--- src/sdram_timing_pkg.sv ---
// sdram_timing_pkg: constants and types for the sdram command timing core
// Functional notes
// - column commands may come every clock; device accepts them at that rate.
// - read byte mask floats that output byte two clocks later.
// - write byte mask blocks that input byte in the same clock.
// - precharge during read floats outputs 3 clocks later at latency 3, 2 at 2.
// - clock enable low suspends clock or enters power-down after 1 clock.
// - clock enable high resumes clock or leaves power-down after 1 clock.
// - deep power down ends on clock enable high; array contents are lost.
package sdram_timing_pkg;
   localparam int DATA_W = 32;
   localparam int MASK_W = 4;
   localparam int BANK_N = 4;
   localparam int ROW_W = 13;
   localparam int COL_W = 9;
   localparam int AP_BIT = 10;
   localparam int CL_LSB = 4;
   localparam logic [2:0] CL3_CODE = 3'h3;
   localparam logic CL3_RST = 1'b1;
   localparam logic [3:0] BLEN_M1_RST = 4'h0;

   typedef enum logic [2:0] {
      CMD_MRS = 3'h0, CMD_REF = 3'h1, CMD_PRE = 3'h2, CMD_ACT = 3'h3,
      CMD_WR = 3'h4, CMD_RD = 3'h5, CMD_BST = 3'h6, CMD_NOP = 3'h7
   } cmd_type;

   typedef enum logic [1:0] {
      ST_RUN = 2'b00, ST_PDOWN = 2'b01, ST_SELFREF = 2'b11, ST_DEEP = 2'b10
   } pwr_type;

   typedef struct packed {
      logic csN;
      logic rasN;
      logic casN;
      logic weN;
      logic [1:0] ba;
      logic [ROW_W-1:0] addr;
   } cmd_pins_type;

   typedef struct packed {
      logic [1:0] bank;
      logic [ROW_W-1:0] row;
      logic [COL_W-1:0] col;
   } arr_addr_type;
endpackage

--- src/sdram_timing_core.sv ---
// sdram_timing_core: command, burst, mask and clock-enable timing of the sdram device
`timescale 1ns/10ps
`default_nettype none
module sdram_timing_core
   import sdram_timing_pkg::*;
(
   input wire logic clk_sys,
   input wire logic rst_b,
   input wire logic cke,
   input wire cmd_pins_type pins,
   input wire logic [MASK_W-1:0] dqm,
   input wire logic [DATA_W-1:0] dqIn,
   input wire logic [DATA_W-1:0] rdData,
   output logic [DATA_W-1:0] dqOut_q,
   output logic [MASK_W-1:0] dqOe_q,
   output var arr_addr_type arrAddr_q,
   output logic arrRd_q,
   output logic arrWr_q,
   output logic [MASK_W-1:0] arrByteEn_q,
   output logic [DATA_W-1:0] arrWrData_q,
   output logic arrRefresh_q,
   output logic arrClear_q,
   output var pwr_type pwr_q
);
   function automatic cmd_type cmdOf(input cmd_pins_type p);
      return p.csN ? CMD_NOP : cmd_type'({p.rasN, p.casN, p.weN});
   endfunction

   // pins share clk_sys with the controller, so they are sampled without synchronisers
   cmd_type cmd;
   logic actv;
   logic clkOn_q, clkOn_d, rdBurst_q, rdBurst_d, wrBurst_q, wrBurst_d, ap_q, ap_d;
   logic cl3_q, cl3_d;
   logic [3:0] cnt_q, cnt_d, blenM1_q, blenM1_d;
   logic [COL_W-1:0] col_q, col_d;
   logic [1:0] bank_q, bank_d;
   logic [BANK_N-1:0] bankOpen_q, bankOpen_d;
   logic [ROW_W-1:0] openRow_q [BANK_N];
   logic [ROW_W-1:0] openRow_d [BANK_N];
   pwr_type pwr_d;
   arr_addr_type arrAddr_d;
   logic arrRd_d, arrWr_d, arrRefresh_d, arrClear_d;
   logic [MASK_W-1:0] arrByteEn_d, dqOe_d, dqmD1_q, dqmD1_d;
   logic [DATA_W-1:0] arrWrData_d, dqOut_d, p0Data_q, p0Data_d;
   logic p0Val_q, p0Val_d;

   assign cmd = cmdOf(pins);
   // commands count only on edges whose previous cke was high
   assign actv = clkOn_q && (pwr_q == ST_RUN);

   always_comb begin
      clkOn_d = cke;
      pwr_d = pwr_q;
      rdBurst_d = rdBurst_q;
      wrBurst_d = wrBurst_q;
      ap_d = ap_q;
      cl3_d = cl3_q;
      cnt_d = cnt_q;
      blenM1_d = blenM1_q;
      col_d = col_q;
      bank_d = bank_q;
      bankOpen_d = bankOpen_q;
      openRow_d = openRow_q;
      arrAddr_d = arrAddr_q;
      arrRd_d = arrRd_q;
      arrWr_d = 1'b0;
      arrByteEn_d = arrByteEn_q;
      arrWrData_d = arrWrData_q;
      arrRefresh_d = 1'b0;
      arrClear_d = 1'b0;
      if (actv) begin
         arrRd_d = 1'b0;
         if (rdBurst_q || wrBurst_q) begin
            if (cnt_q == 4'h0) begin
               rdBurst_d = 1'b0;
               wrBurst_d = 1'b0;
               if (ap_q) begin
                  bankOpen_d[bank_q] = 1'b0;
               end
            end else begin
               cnt_d = cnt_q - 4'h1;
               col_d = col_q + 9'h1;
               arrAddr_d = '{bank_q, openRow_q[bank_q], col_d};
               arrRd_d = rdBurst_q;
               arrWr_d = wrBurst_q;
               arrByteEn_d = ~dqm;
               arrWrData_d = dqIn;
            end
         end
         unique case (cmd)
            CMD_ACT: begin
               bankOpen_d[pins.ba] = 1'b1;
               openRow_d[pins.ba] = pins.addr;
            end
            CMD_RD, CMD_WR: begin
               // a new column command cuts any burst short, every clock if need be
               rdBurst_d = (cmd == CMD_RD);
               wrBurst_d = (cmd == CMD_WR);
               ap_d = pins.addr[AP_BIT];
               bank_d = pins.ba;
               col_d = pins.addr[COL_W-1:0];
               cnt_d = blenM1_q;
               arrAddr_d = '{pins.ba, openRow_q[pins.ba], pins.addr[COL_W-1:0]};
               arrRd_d = (cmd == CMD_RD);
               arrWr_d = (cmd == CMD_WR);
               arrByteEn_d = ~dqm;
               arrWrData_d = dqIn;
            end
            CMD_PRE: begin
               for (int b = 0; b < BANK_N; b++) begin
                  if (pins.addr[AP_BIT] || pins.ba == 2'(b)) begin
                     bankOpen_d[b] = 1'b0;
                  end
               end
               // words already fetched still drain, so outputs float after the latency
               if (pins.addr[AP_BIT] || pins.ba == bank_q) begin
                  rdBurst_d = 1'b0;
                  wrBurst_d = 1'b0;
                  arrRd_d = 1'b0;
                  arrWr_d = 1'b0;
               end
            end
            CMD_BST: begin
               if (cke) begin
                  rdBurst_d = 1'b0;
                  wrBurst_d = 1'b0;
                  arrRd_d = 1'b0;
                  arrWr_d = 1'b0;
               end else if (bankOpen_q == '0 && !rdBurst_q && !wrBurst_q) begin
                  pwr_d = ST_DEEP;
               end
            end
            CMD_REF: begin
               if (cke) begin
                  arrRefresh_d = 1'b1;
               end else begin
                  pwr_d = ST_SELFREF;
               end
            end
            CMD_MRS: begin
               cl3_d = (pins.addr[CL_LSB +: 3] == CL3_CODE);
               blenM1_d = (4'h1 << pins.addr[1:0]) - 4'h1;
            end
            CMD_NOP: begin
               // with a burst running, cke low only suspends the clock
               if (!cke && !rdBurst_q && !wrBurst_q) begin
                  pwr_d = ST_PDOWN;
               end
            end
         endcase
      end else begin
         unique case (pwr_q)
            ST_RUN: begin
               // suspended: read request held so the fetch is replayed on resume
            end
            ST_PDOWN, ST_SELFREF: begin
               if (cke) begin
                  pwr_d = ST_RUN;
               end
            end
            ST_DEEP: begin
               if (cke) begin
                  pwr_d = ST_RUN;
                  arrClear_d = 1'b1;
                  bankOpen_d = '0;
               end
            end
         endcase
      end
   end

   always_ff @(posedge clk_sys) begin
      if (!rst_b) begin
         clkOn_q <= 1'b0;
         pwr_q <= ST_RUN;
         rdBurst_q <= 1'b0;
         wrBurst_q <= 1'b0;
         ap_q <= 1'b0;
         cl3_q <= CL3_RST;
         cnt_q <= 4'h0;
         blenM1_q <= BLEN_M1_RST;
         col_q <= '0;
         bank_q <= 2'h0;
         bankOpen_q <= '0;
         openRow_q <= '{default: '0};
         arrAddr_q <= '0;
         arrRd_q <= 1'b0;
         arrWr_q <= 1'b0;
         arrByteEn_q <= '0;
         arrWrData_q <= '0;
         arrRefresh_q <= 1'b0;
         arrClear_q <= 1'b0;
      end else begin
         clkOn_q <= clkOn_d;
         pwr_q <= pwr_d;
         rdBurst_q <= rdBurst_d;
         wrBurst_q <= wrBurst_d;
         ap_q <= ap_d;
         cl3_q <= cl3_d;
         cnt_q <= cnt_d;
         blenM1_q <= blenM1_d;
         col_q <= col_d;
         bank_q <= bank_d;
         bankOpen_q <= bankOpen_d;
         openRow_q <= openRow_d;
         arrAddr_q <= arrAddr_d;
         arrRd_q <= arrRd_d;
         arrWr_q <= arrWr_d;
         arrByteEn_q <= arrByteEn_d;
         arrWrData_q <= arrWrData_d;
         arrRefresh_q <= arrRefresh_d;
         arrClear_q <= arrClear_d;
      end
   end

   // read pipe: one extra stage at latency three; frozen while the clock is suspended
   always_comb begin
      p0Data_d = p0Data_q;
      p0Val_d = p0Val_q;
      dqmD1_d = dqmD1_q;
      dqOut_d = dqOut_q;
      dqOe_d = dqOe_q;
      if (clkOn_q) begin
         p0Data_d = rdData;
         p0Val_d = arrRd_q;
         dqmD1_d = dqm;
         dqOut_d = cl3_q ? p0Data_q : rdData;
         dqOe_d = {MASK_W{cl3_q ? p0Val_q : arrRd_q}} & ~dqmD1_q;
      end
      if (pwr_q == ST_DEEP) begin
         dqOe_d = '0;
      end
   end

   always_ff @(posedge clk_sys) begin
      if (!rst_b) begin
         p0Data_q <= '0;
         p0Val_q <= 1'b0;
         dqmD1_q <= '0;
         dqOut_q <= '0;
         dqOe_q <= '0;
      end else begin
         p0Data_q <= p0Data_d;
         p0Val_q <= p0Val_d;
         dqmD1_q <= dqmD1_d;
         dqOut_q <= dqOut_d;
         dqOe_q <= dqOe_d;
      end
   end
endmodule // sdram_timing_core
`default_nettype wire

--- config.mk ---
export PLATFORM = sky130hd
export DESIGN_NAME = sdram_timing_core
export DESIGN_NICKNAME = d
export VERILOG_FILES = /design/src/sdram_timing_pkg.sv /design/src/sdram_timing_core.sv
export SDC_FILE = /design/constraint.sdc
export NUM_CORES = 1
export LEC_CHECK = 0
export BUFFER_PORTS_ARGS = -buffer_cell sky130_fd_sc_hd__buf_4
export CAP_MARGIN = 20
export CORE_MARGIN = 1.5
export CORE_UTILIZATION = 55
export CTS_CLUSTER_SIZE = 28
export DETAILED_ROUTE_END_ITERATION = 6
export PLACE_DENSITY = 0.8
export SYNTH_ARGS = -nofsm -noshare
export SYNTH_HDL_FRONTEND = slang
export SYNTH_SLANG_ARGS = --single-unit
--- constraint.sdc ---
create_clock -name clk_sys -period 2.5 [get_ports clk_sys]
set_input_delay 0.25 -clock clk_sys [delete_from_list [all_inputs] [get_ports clk_sys]]
set_output_delay 0.25 -clock clk_sys [all_outputs]
set_load 0.01 [all_outputs]
## Yosys cells after proc, flatten, opt, wreduce, memory -nomap -nowiden

Cells that the tools add are included.

- Register bits after elaboration: 219
- Bits of input ports: 90

- Add/sub/neg operators: 3
- Order comparisons: 7
- Eq/ne operators: 21
- Shifts and indexed selects: 1
- Muxes and demuxes: 70
- Bitwise gates (word level): 10
- Reductions and logical operators: 38

Operators with widths:

| cell | number |
|---|---|
| $mux 32 | 4 |
| $mux 24 | 3 |
| $mux 13 | 5 |
| $bmux 13 s2 | 2 |
| $bwmux 52 | 1 |
| $mux 4 | 13 |
| $mux 9 | 3 |
| $demux 13 s2 | 1 |
| $mux 1 | 22 |
| $mux 2 | 7 |
| $eq 3x3->1 const B | 4 |
| $ne 3x3->1 const B | 4 |
| $not 4->4 | 3 |
| $pmux 1 s3 | 4 |
| $reduce_and 2->1 | 5 |
| $add 9x1->9 const B | 1 |
| $eq 3x2->1 const B | 3 |
| $and 4x4->4 | 2 |
| $eq 2x2->1 const B | 4 |
| $logic_and 1x1->1 | 8 |
| $logic_not 4->1 | 2 |
| $pmux 4 s2 | 1 |
| $reduce_bool 2->1 | 4 |
| $sub 4x1->4 const B | 2 |
| 24 further kinds | 42 |

## Logic depth before layout (Yosys ltp)

Gate-level depths: netlist of run 1.

- Word-level depth: 13
- Depth in mapped cells: 9
- Mapped depth without buffers: 7

## Worst setup path before layout of run 1

Ideal clock, no wire load.

- Path type: register to register
- Start point: reg cnt_q[0]
- End point: reg arrAddr_q[2] (netlist name)
- Arrival: 1.776 ns
- Path slack: 0.606 ns
- Stages on the path, launching flop included: 9
- Period minus slack after synthesis: 1.894 ns
- Cells stage by stage: dfxtp_1 inv_1 ha_1 or3b_2 o21ai_2 a21oi_4 buf_2 buf_6 a32o_1

- Word-level cells in the longest chain between the ends: 3

RTL lines:

| item | RTL line | source |
|---|---|---|
| start: declaration | sdram_timing_core.sv:34 | `logic [3:0] cnt_q, cnt_d, blenM1_q, blenM1_d;` |
| start signal: assignment | sdram_timing_core.sv:200 | `cnt_q <= cnt_d;` |
| $logic_not 4->1 | sdram_timing_core.sv:74 | `if (cnt_q == 4'h0) begin` |
| $ne 2x1->1 (no source line) | -- |  |
| $reduce_and 3->1 (no source line) | -- |  |
| end signal: assignment | sdram_timing_core.sv:206 | `arrAddr_q <= arrAddr_d;` |
| end: declaration | sdram_timing_core.sv:16 | `output var arr_addr_type arrAddr_q,` |

No other way between the ends.
A chain may end at the register's enable or synchronous reset.

## Worst setup path after layout of run 1

- Start point: reg cnt_q[0]
- End point: reg arrWrData_q[19]

- Word-level cells in the longest chain between the ends: 3

RTL lines:

| item | RTL line | source |
|---|---|---|
| $logic_not 4->1 | sdram_timing_core.sv:74 |  |
| $ne 2x1->1 (no source line) | -- |  |
| $reduce_and 3->1 (no source line) | -- |  |
| end signal: assignment | sdram_timing_core.sv:210 | `arrWrData_q <= arrWrData_d;` |
| end: declaration | sdram_timing_core.sv:20 | `output logic [DATA_W-1:0] arrWrData_q,` |

No other way between the ends.

==> impl_results.md, run 1 <==
- Status: finished, final reports clean
- PwrDens: approximately 650 nW/µm²
- Max FO, Critical Path: 32
- Ant diodes: 0
- Yosys warns: 0
- Initial antenna violation count: 0
- Most common cell after layout, fill and taps aside: buf_4
- Die Wd: between 100 and 150 µm
- Largest family of logic cells by synthesized area: multiplexers
- # fillers: 1191
- Clk_lat worst skew: 0.50 ns
- Fin crit period: 2.25 ns
- Grt total ovfl: 0
- Final hold violations: 0
- Max clock buf depth: 3
- Antenna-violating nets left: 0
- FF+latch count, synth: ~210
- Initial Util: 56.6%
- Drt first pass iters: 5
- Final Wtd Congestion: 0.805
- Nets: 1254
- RSZ-0062 raised after global routing: no
- # DRC: 0
- CP arrival: between 2 and 3 ns
- Static Leak: 4.90 nW
- MaxCap Viol Count: 0
- EDFF count, synth: 0
- Worst-path clk slew: 0.06 ns
- Least-Margin Pin Slew: 0.792 ns
- CP Cell Sequence: inv_1 -> ha_1 -> or3b_2 -> o21ai_2 -> a21o_1 -> buf_4 -> nand2_1 -> a21oi_1
- Initial DRC count: around 660
- Asr flop ratio synth: 0%
- Post-synthesis xor/xnor area fraction: 0.193%
- Area after DPL: 10600 µm²
- Slowest stage delay, CP: 0.53 ns
- Vias in the first global route: around 7500
- WP data required: between 2 and 3 ns
- Mux cell area share after synthesis: 19.2%
- Synth-to-layout area growth: 27.6%
- Worst-case clock skew: 0.0133 ns
- Syn Area/Cell: 9.27 µm²
- Dpl cells: between 1000 and 1500
- Hold Crit Class: in -> reg
- CTS Sinks: 209
- Total core area: 16000 µm²
- Compound-Gate Fraction of Synth Area: 12.9%
- Peak supply drop: 0.538 mV
- Routed WL per cell: 17.0 µm
- Setup crit start kind: register
- Port bufs: between 150 and 200
- WL final: 23700 µm
- Share of layout cells above drive strength 1: 24.7%
- Post-Synth Simple-Gate Area: between 10% and 20%
- Mapped cell area: 9060 µm²
- Headroom to the max-slew limit: between 40% and 50%
- CP Capture Type: register
- Clock root cell: clkbuf_16
- Row cnt: 46
- Highest clock rate: approximately 440 MHz
- Largest net degree at the start of global routing: 71
- DP Wirelength: 14500 µm
- Sequential-to-total area share from yosys stat: 46.2%
- TritonCTS buffer count: 22
- Vias post-DR: 7954
- Total power: 7.47 mW
- Final instance area: 11600 µm²
- Fin cells: 1392
- Ports: between 150 and 200
- Final setup violation count: 0
- Routed vias/inst: 5.71
- Post-synthesis cell count: 978
- H-tree depth: 1
- Post-Synth Adder-Cell Area: 0.414%
- Die Ht: 131 µm
- Most frequent cells in the layout: buf_4 (214), dfxtp_1 (207), nor2_1 (147)
- Final Cycle Share: 90.1%
- Top_reg_cell synth: dfxtp_1
- Max-slew violations: 0
- GRT Total Usage: between 20% and 30%
- Worst path slowest cell: or3b_2
- Count of cell types in the netlist: between 50 and 60
- # Post-CTS Setup Buffers: 0
- CTS tree: built
- Final TNS setup: 0 ns
- First-pass GRT wire length: 38200 µm
- Syn nets: 1071
- Setup Crit Path Kind: reg -> reg
- Die area: between 15000 and 20000 µm²
Yosys cell counts (2+ instances only):
cell type  count  area share, %
buf_6          5           0.62
o21ai_1        2           0.11
a211oi_1      38            3.1
nor2b_1        4           0.28
a32o_1         2           0.22
buf_4         12           0.99
buf_2         21            1.2
a21oi_1       75            4.1
and2_1         2           0.14
inv_1          5           0.21
nand4_1        3           0.21
buf_1          6           0.25
or4_1          2           0.17
o31ai_1        3           0.25
or3b_1         2           0.19
o21a_1         3           0.25
nand2_1      138            5.7
nand2b_1       3           0.21
nor4_1         4           0.28
nor3_1         7           0.39
a31oi_1       12           0.83
a21boi_0       2           0.17
mux2i_1      114             13
nand3b_1       4           0.33
nand3_1       21            1.2
a211o_1        2           0.19
a311oi_1       5           0.48
o22ai_1        2           0.14
xnor2_1        2           0.19
clkbuf_1      39            1.6
o211ai_1       2           0.17
dfxtp_1      209             46
mux4_2        26            6.5
o21ai_0       28            1.5
ha_1           3           0.41
nor2_1       147            6.1
cell type report:
type / instances / area [µm²] / share of cell area (%)
timing repair buffer: 242 / 1900 / 16.4
tap: 216 / 270 / 2.34
clock inverter: 7 / 85.1 / 0.736
multi-input combinational: 680 / 4440 / 38.4
clock buffer: 32 / 659 / 5.70
sequential: 209 / 4190 / 36.2
inverter: 6 / 25.0 / 0.216
final timing paths:
check / slack (ns) / to / from / cells after the start
max: 0.25 / arrWrData_q[19] / cnt_q[0] / 8
min reg2reg: 0.45 / arrWrData_q[28] / arrWrData_q[28] / 2
max reg2reg: 0.25 / arrWrData_q[19] / cnt_q[0] / 8
min: 0.004 / p0Data_q[21] / rdData[21] / 3
state kept, by name, summed over array words and instances, names as in the netlist, 2 cells and up:
signal and flops:
openRow_q 52, arrWrData_q 32, dqOut_q 32, p0Data_q 32, arrAddr_q 24, arrByteEn_q 4, bankOpen_q 4, cnt_q 4
dqOe_q 4, dqmD1_q 4, blenM1_q 3, bank_q 2, pwr_q 2
critical path, delay by kind of cell, from the launching register on:
family / cells / cell delay [ns]
and+or+nand+nor: 2 / 0.65
AOI/OAI and AO/OA: 3 / 0.54
buffers and inverters: 2 / 0.44
DFF: 1 / 0.32
adders and majority gates: 1 / 0.21
metal layers:
layer	GRT usage (%)	up-vias	share of wire, %
met3	4.21	50	6.8
met2	43.6	318	48
met5	0	-	0
met1	36.6	3772	43
li1	-	3814	-
met4	7.90	0	2.4
cells by family after synthesis:
group / count (synthesis)
xor gates and xnor gates: 2
and+or+nand+nor: 347
adders and majority gates: 3
AOI/OAI and AO/OA: 187
DFF: 209
buffers and inverters: 89
muxes: 141
where the power goes:
part	total, mW	switching, mW	leakage [nW]	internal [mW]
clock network	3.35	1.31	0.372	2.03
logic	0.661	0.349	2.83	0.312
registers	3.46	0.0498	1.70	3.41
timing repair:
| action | 4_1_cts | 5_1_grt |
|---|---|---|
| hold buffers | 27 | 0 |
| hold endpoints to repair | 27 | 0 |
| resized for setup | 0 | 0 |
stage by stage:
step | utilization (%) | setup WS (ns) | hold slack, ns
CTS | 72.3 | 0.296 | 0.0000439
global placement | 65.9 | 0.378 | 0.442
detailed placement | 65.9 | 0.301 | 0.445
finish | 72.3 | 0.247 | 0.00413
floorplan | - | 0.606 | 0.346
global route | 72.3 | 0.106 | 0.00253
Power figures use the tool's default switching activity.
==> run 2, diff against run 1 <==
--- a/config.mk
+++ b/config.mk
@@ -7,7 +7,7 @@
 export LEC_CHECK = 0
 export BUFFER_PORTS_ARGS = -buffer_cell sky130_fd_sc_hd__buf_4
 export CAP_MARGIN = 20
-export CORE_MARGIN = 1.5
+export CORE_MARGIN = 3
 export CORE_UTILIZATION = 55
 export CTS_CLUSTER_SIZE = 28
 export DETAILED_ROUTE_END_ITERATION = 6
==> impl_results.md, run 2 (same netlist as run 1, synthesis figures left out) <==
- MaxCap Viol Count: 0
- Slowest stage delay, CP: between 0.5 and 0.6 ns
- Initial DRC count: 679
- R2r setup slk: 0.26 ns
- Worst-path clk slew: 0.06 ns
- Area after DPL: 10500 µm²
- Setup Crit Path Kind: reg -> reg
- Final core occ: between 70% and 80%
- Initial Util: 56.6%
- Highest clock rate: 446 MHz
- Dpl ws: 0.330 ns
- # Post-CTS Setup Buffers: 0
- First-pass GRT wire length: 38100 µm
- Vias in the first global route: approximately 7600
- Worst path slowest cell: or3b_2
- Grt total ovfl: 0
- Least-Margin Pin Slew: 0.795 ns
- Ports: approximately 190
- Max clock buf depth: 3
- Reg with most FFs: openRow_q
- Routed vias/inst: 5.69
- WP data required: 2.91 ns
- WL final: 23800 µm
- Peak supply drop: approximately 0.43 mV
- Static Leak: 4.86 nW
- # DRC: 0
- Hold worst-path end: arrWrData_q[11]
- Hold Crit Depth: 3
- RSZ-0062 raised after global routing: no
- FF-to-FF End: arrWrData_q[4]
- Initial antenna violation count: 0
- Headroom to the max-slew limit: 46.8%
- PwrDens: 634 nW/µm²
- Most frequent cells in the layout: buf_4 (210), dfxtp_1 (207), nor2_1 (147)
- Final instance area: 11500 µm²
- Final TNS setup: 0 ns
- Port bufs: roughly 190
- Worst Setup Slack, final: 0.258 ns
- Hold Crit Class: in -> reg
- Clk_lat worst skew: 0.50 ns
- Largest net degree at the start of global routing: 62
- H-tree depth: 1
- TritonCTS buffer count: 22
- Row cnt: 46
- Vias post-DR: a little under 8000
- Final hold violations: 0
- DP Wirelength: 15000 µm
- Nets: 1250
- Share of layout cells above drive strength 1: between 20% and 30%
- Worst-case clock skew: 0.0125 ns
- Die Ht: 134 µm
- CTS tree: built
- Max FFs per register: 52
- CTS Sinks: around 210
- GRT Total Usage: 25.4%
- CP Capture Type: register
- CP Cell Sequence: inv_1 -> ha_1 -> or3b_2 -> o21ai_2 -> a21o_1 -> buf_4 -> nand2_1 -> a21oi_1
- Routed WL per cell: ~17 µm
- Die area: between 15000 and 20000 µm²
- Max-slew violations: 0
- Total core area: 16000 µm²
- Most common cell after layout, fill and taps aside: buf_4
- Setup crit start kind: register
- Final Wtd Congestion: just over 0.8
- Final setup violation count: 0
- Total power: about 7.3 mW
- Max FO, Critical Path: 29
- Status: finished, final reports clean
- Die Wd: roughly 130 µm
- Final Cycle Share: 89.7%
- Reg2reg start: cnt_q[0]
- Antenna-violating nets left: 0
- CP arrival: about 2.7 ns
- Drt first pass iters: 5
- Synth-to-layout area growth: 26.9%
- Worst R2R Path Depth: 8
- Hold Path Origin: dqIn[11]
- Clock root cell: clkbuf_16
- Fin crit period: 2.24 ns
==> run 2: per-layer routing <==
metal	vias to the layer above	wire length [µm]	track usage [%]
met4	0	516	7.81
met2	324	11500	42.6
met1	3728	10000	34.1
met3	53	1800	3.90
met5	-	0	0
li1	3792	-	-
==> run 2: report_power, final <==
group | switching (mW) | internal [mW]
clock | 1.28 | 1.89
combinational | 0.348 | 0.309
sequential | 0.0497 | 3.41
==> run 2: critical path: cells and delay by family, from the launching register on <==
kind,cells,cell delay (ns)
adders and majority gates,1,0.20
AOI/OAI and AO/OA,3,0.58
and+or+nand+nor,2,0.64
buffers and inverters,2,0.41
DFF,1,0.32
==> run 2: per-stage QoR <==
stage               cells  hold slack [ns]
floorplan             978            0.346
global placement     1323            0.442
detailed placement   1323            0.447
CTS                  1385        0.0000870
global route         1386           0.0103
finish               1387          0.00902
==> run 2: area by class of cell <==
type	instances	area, µm²
repair buffers	238	1880
clock buffers	32	649
diodes	1	2.50
multi-input cells	680	4440
clock inverters	5	50.0
inverters	6	25.0
well taps	216	270
flip-flops and latches	209	4190
fillers	1216	4500
==> run 2: worst max-delay path by stage <==
stage,slack [ns],depth (start not counted),from,endpoint
2_1_floorplan,0.61,8,cnt_q[0],arrAddr_q[2]
3_3_place_gp,0.41,8,cnt_q[0],arrAddr_q[0]
3_5_place_dp,0.33,5,pins[13],openRow_q[41]
4_1_cts,0.34,8,cnt_q[0],arrWrData_q[5]
5_1_grt,0.14,8,cnt_q[0],arrWrData_q[4]
6_report,0.26,8,cnt_q[0],arrWrData_q[4]
==> run 2: timing repair <==
action                                 in CTS  in global routing
endpoints found under the hold margin      26                  1
resized for setup                           0                  0
hold buffers                               25                  1
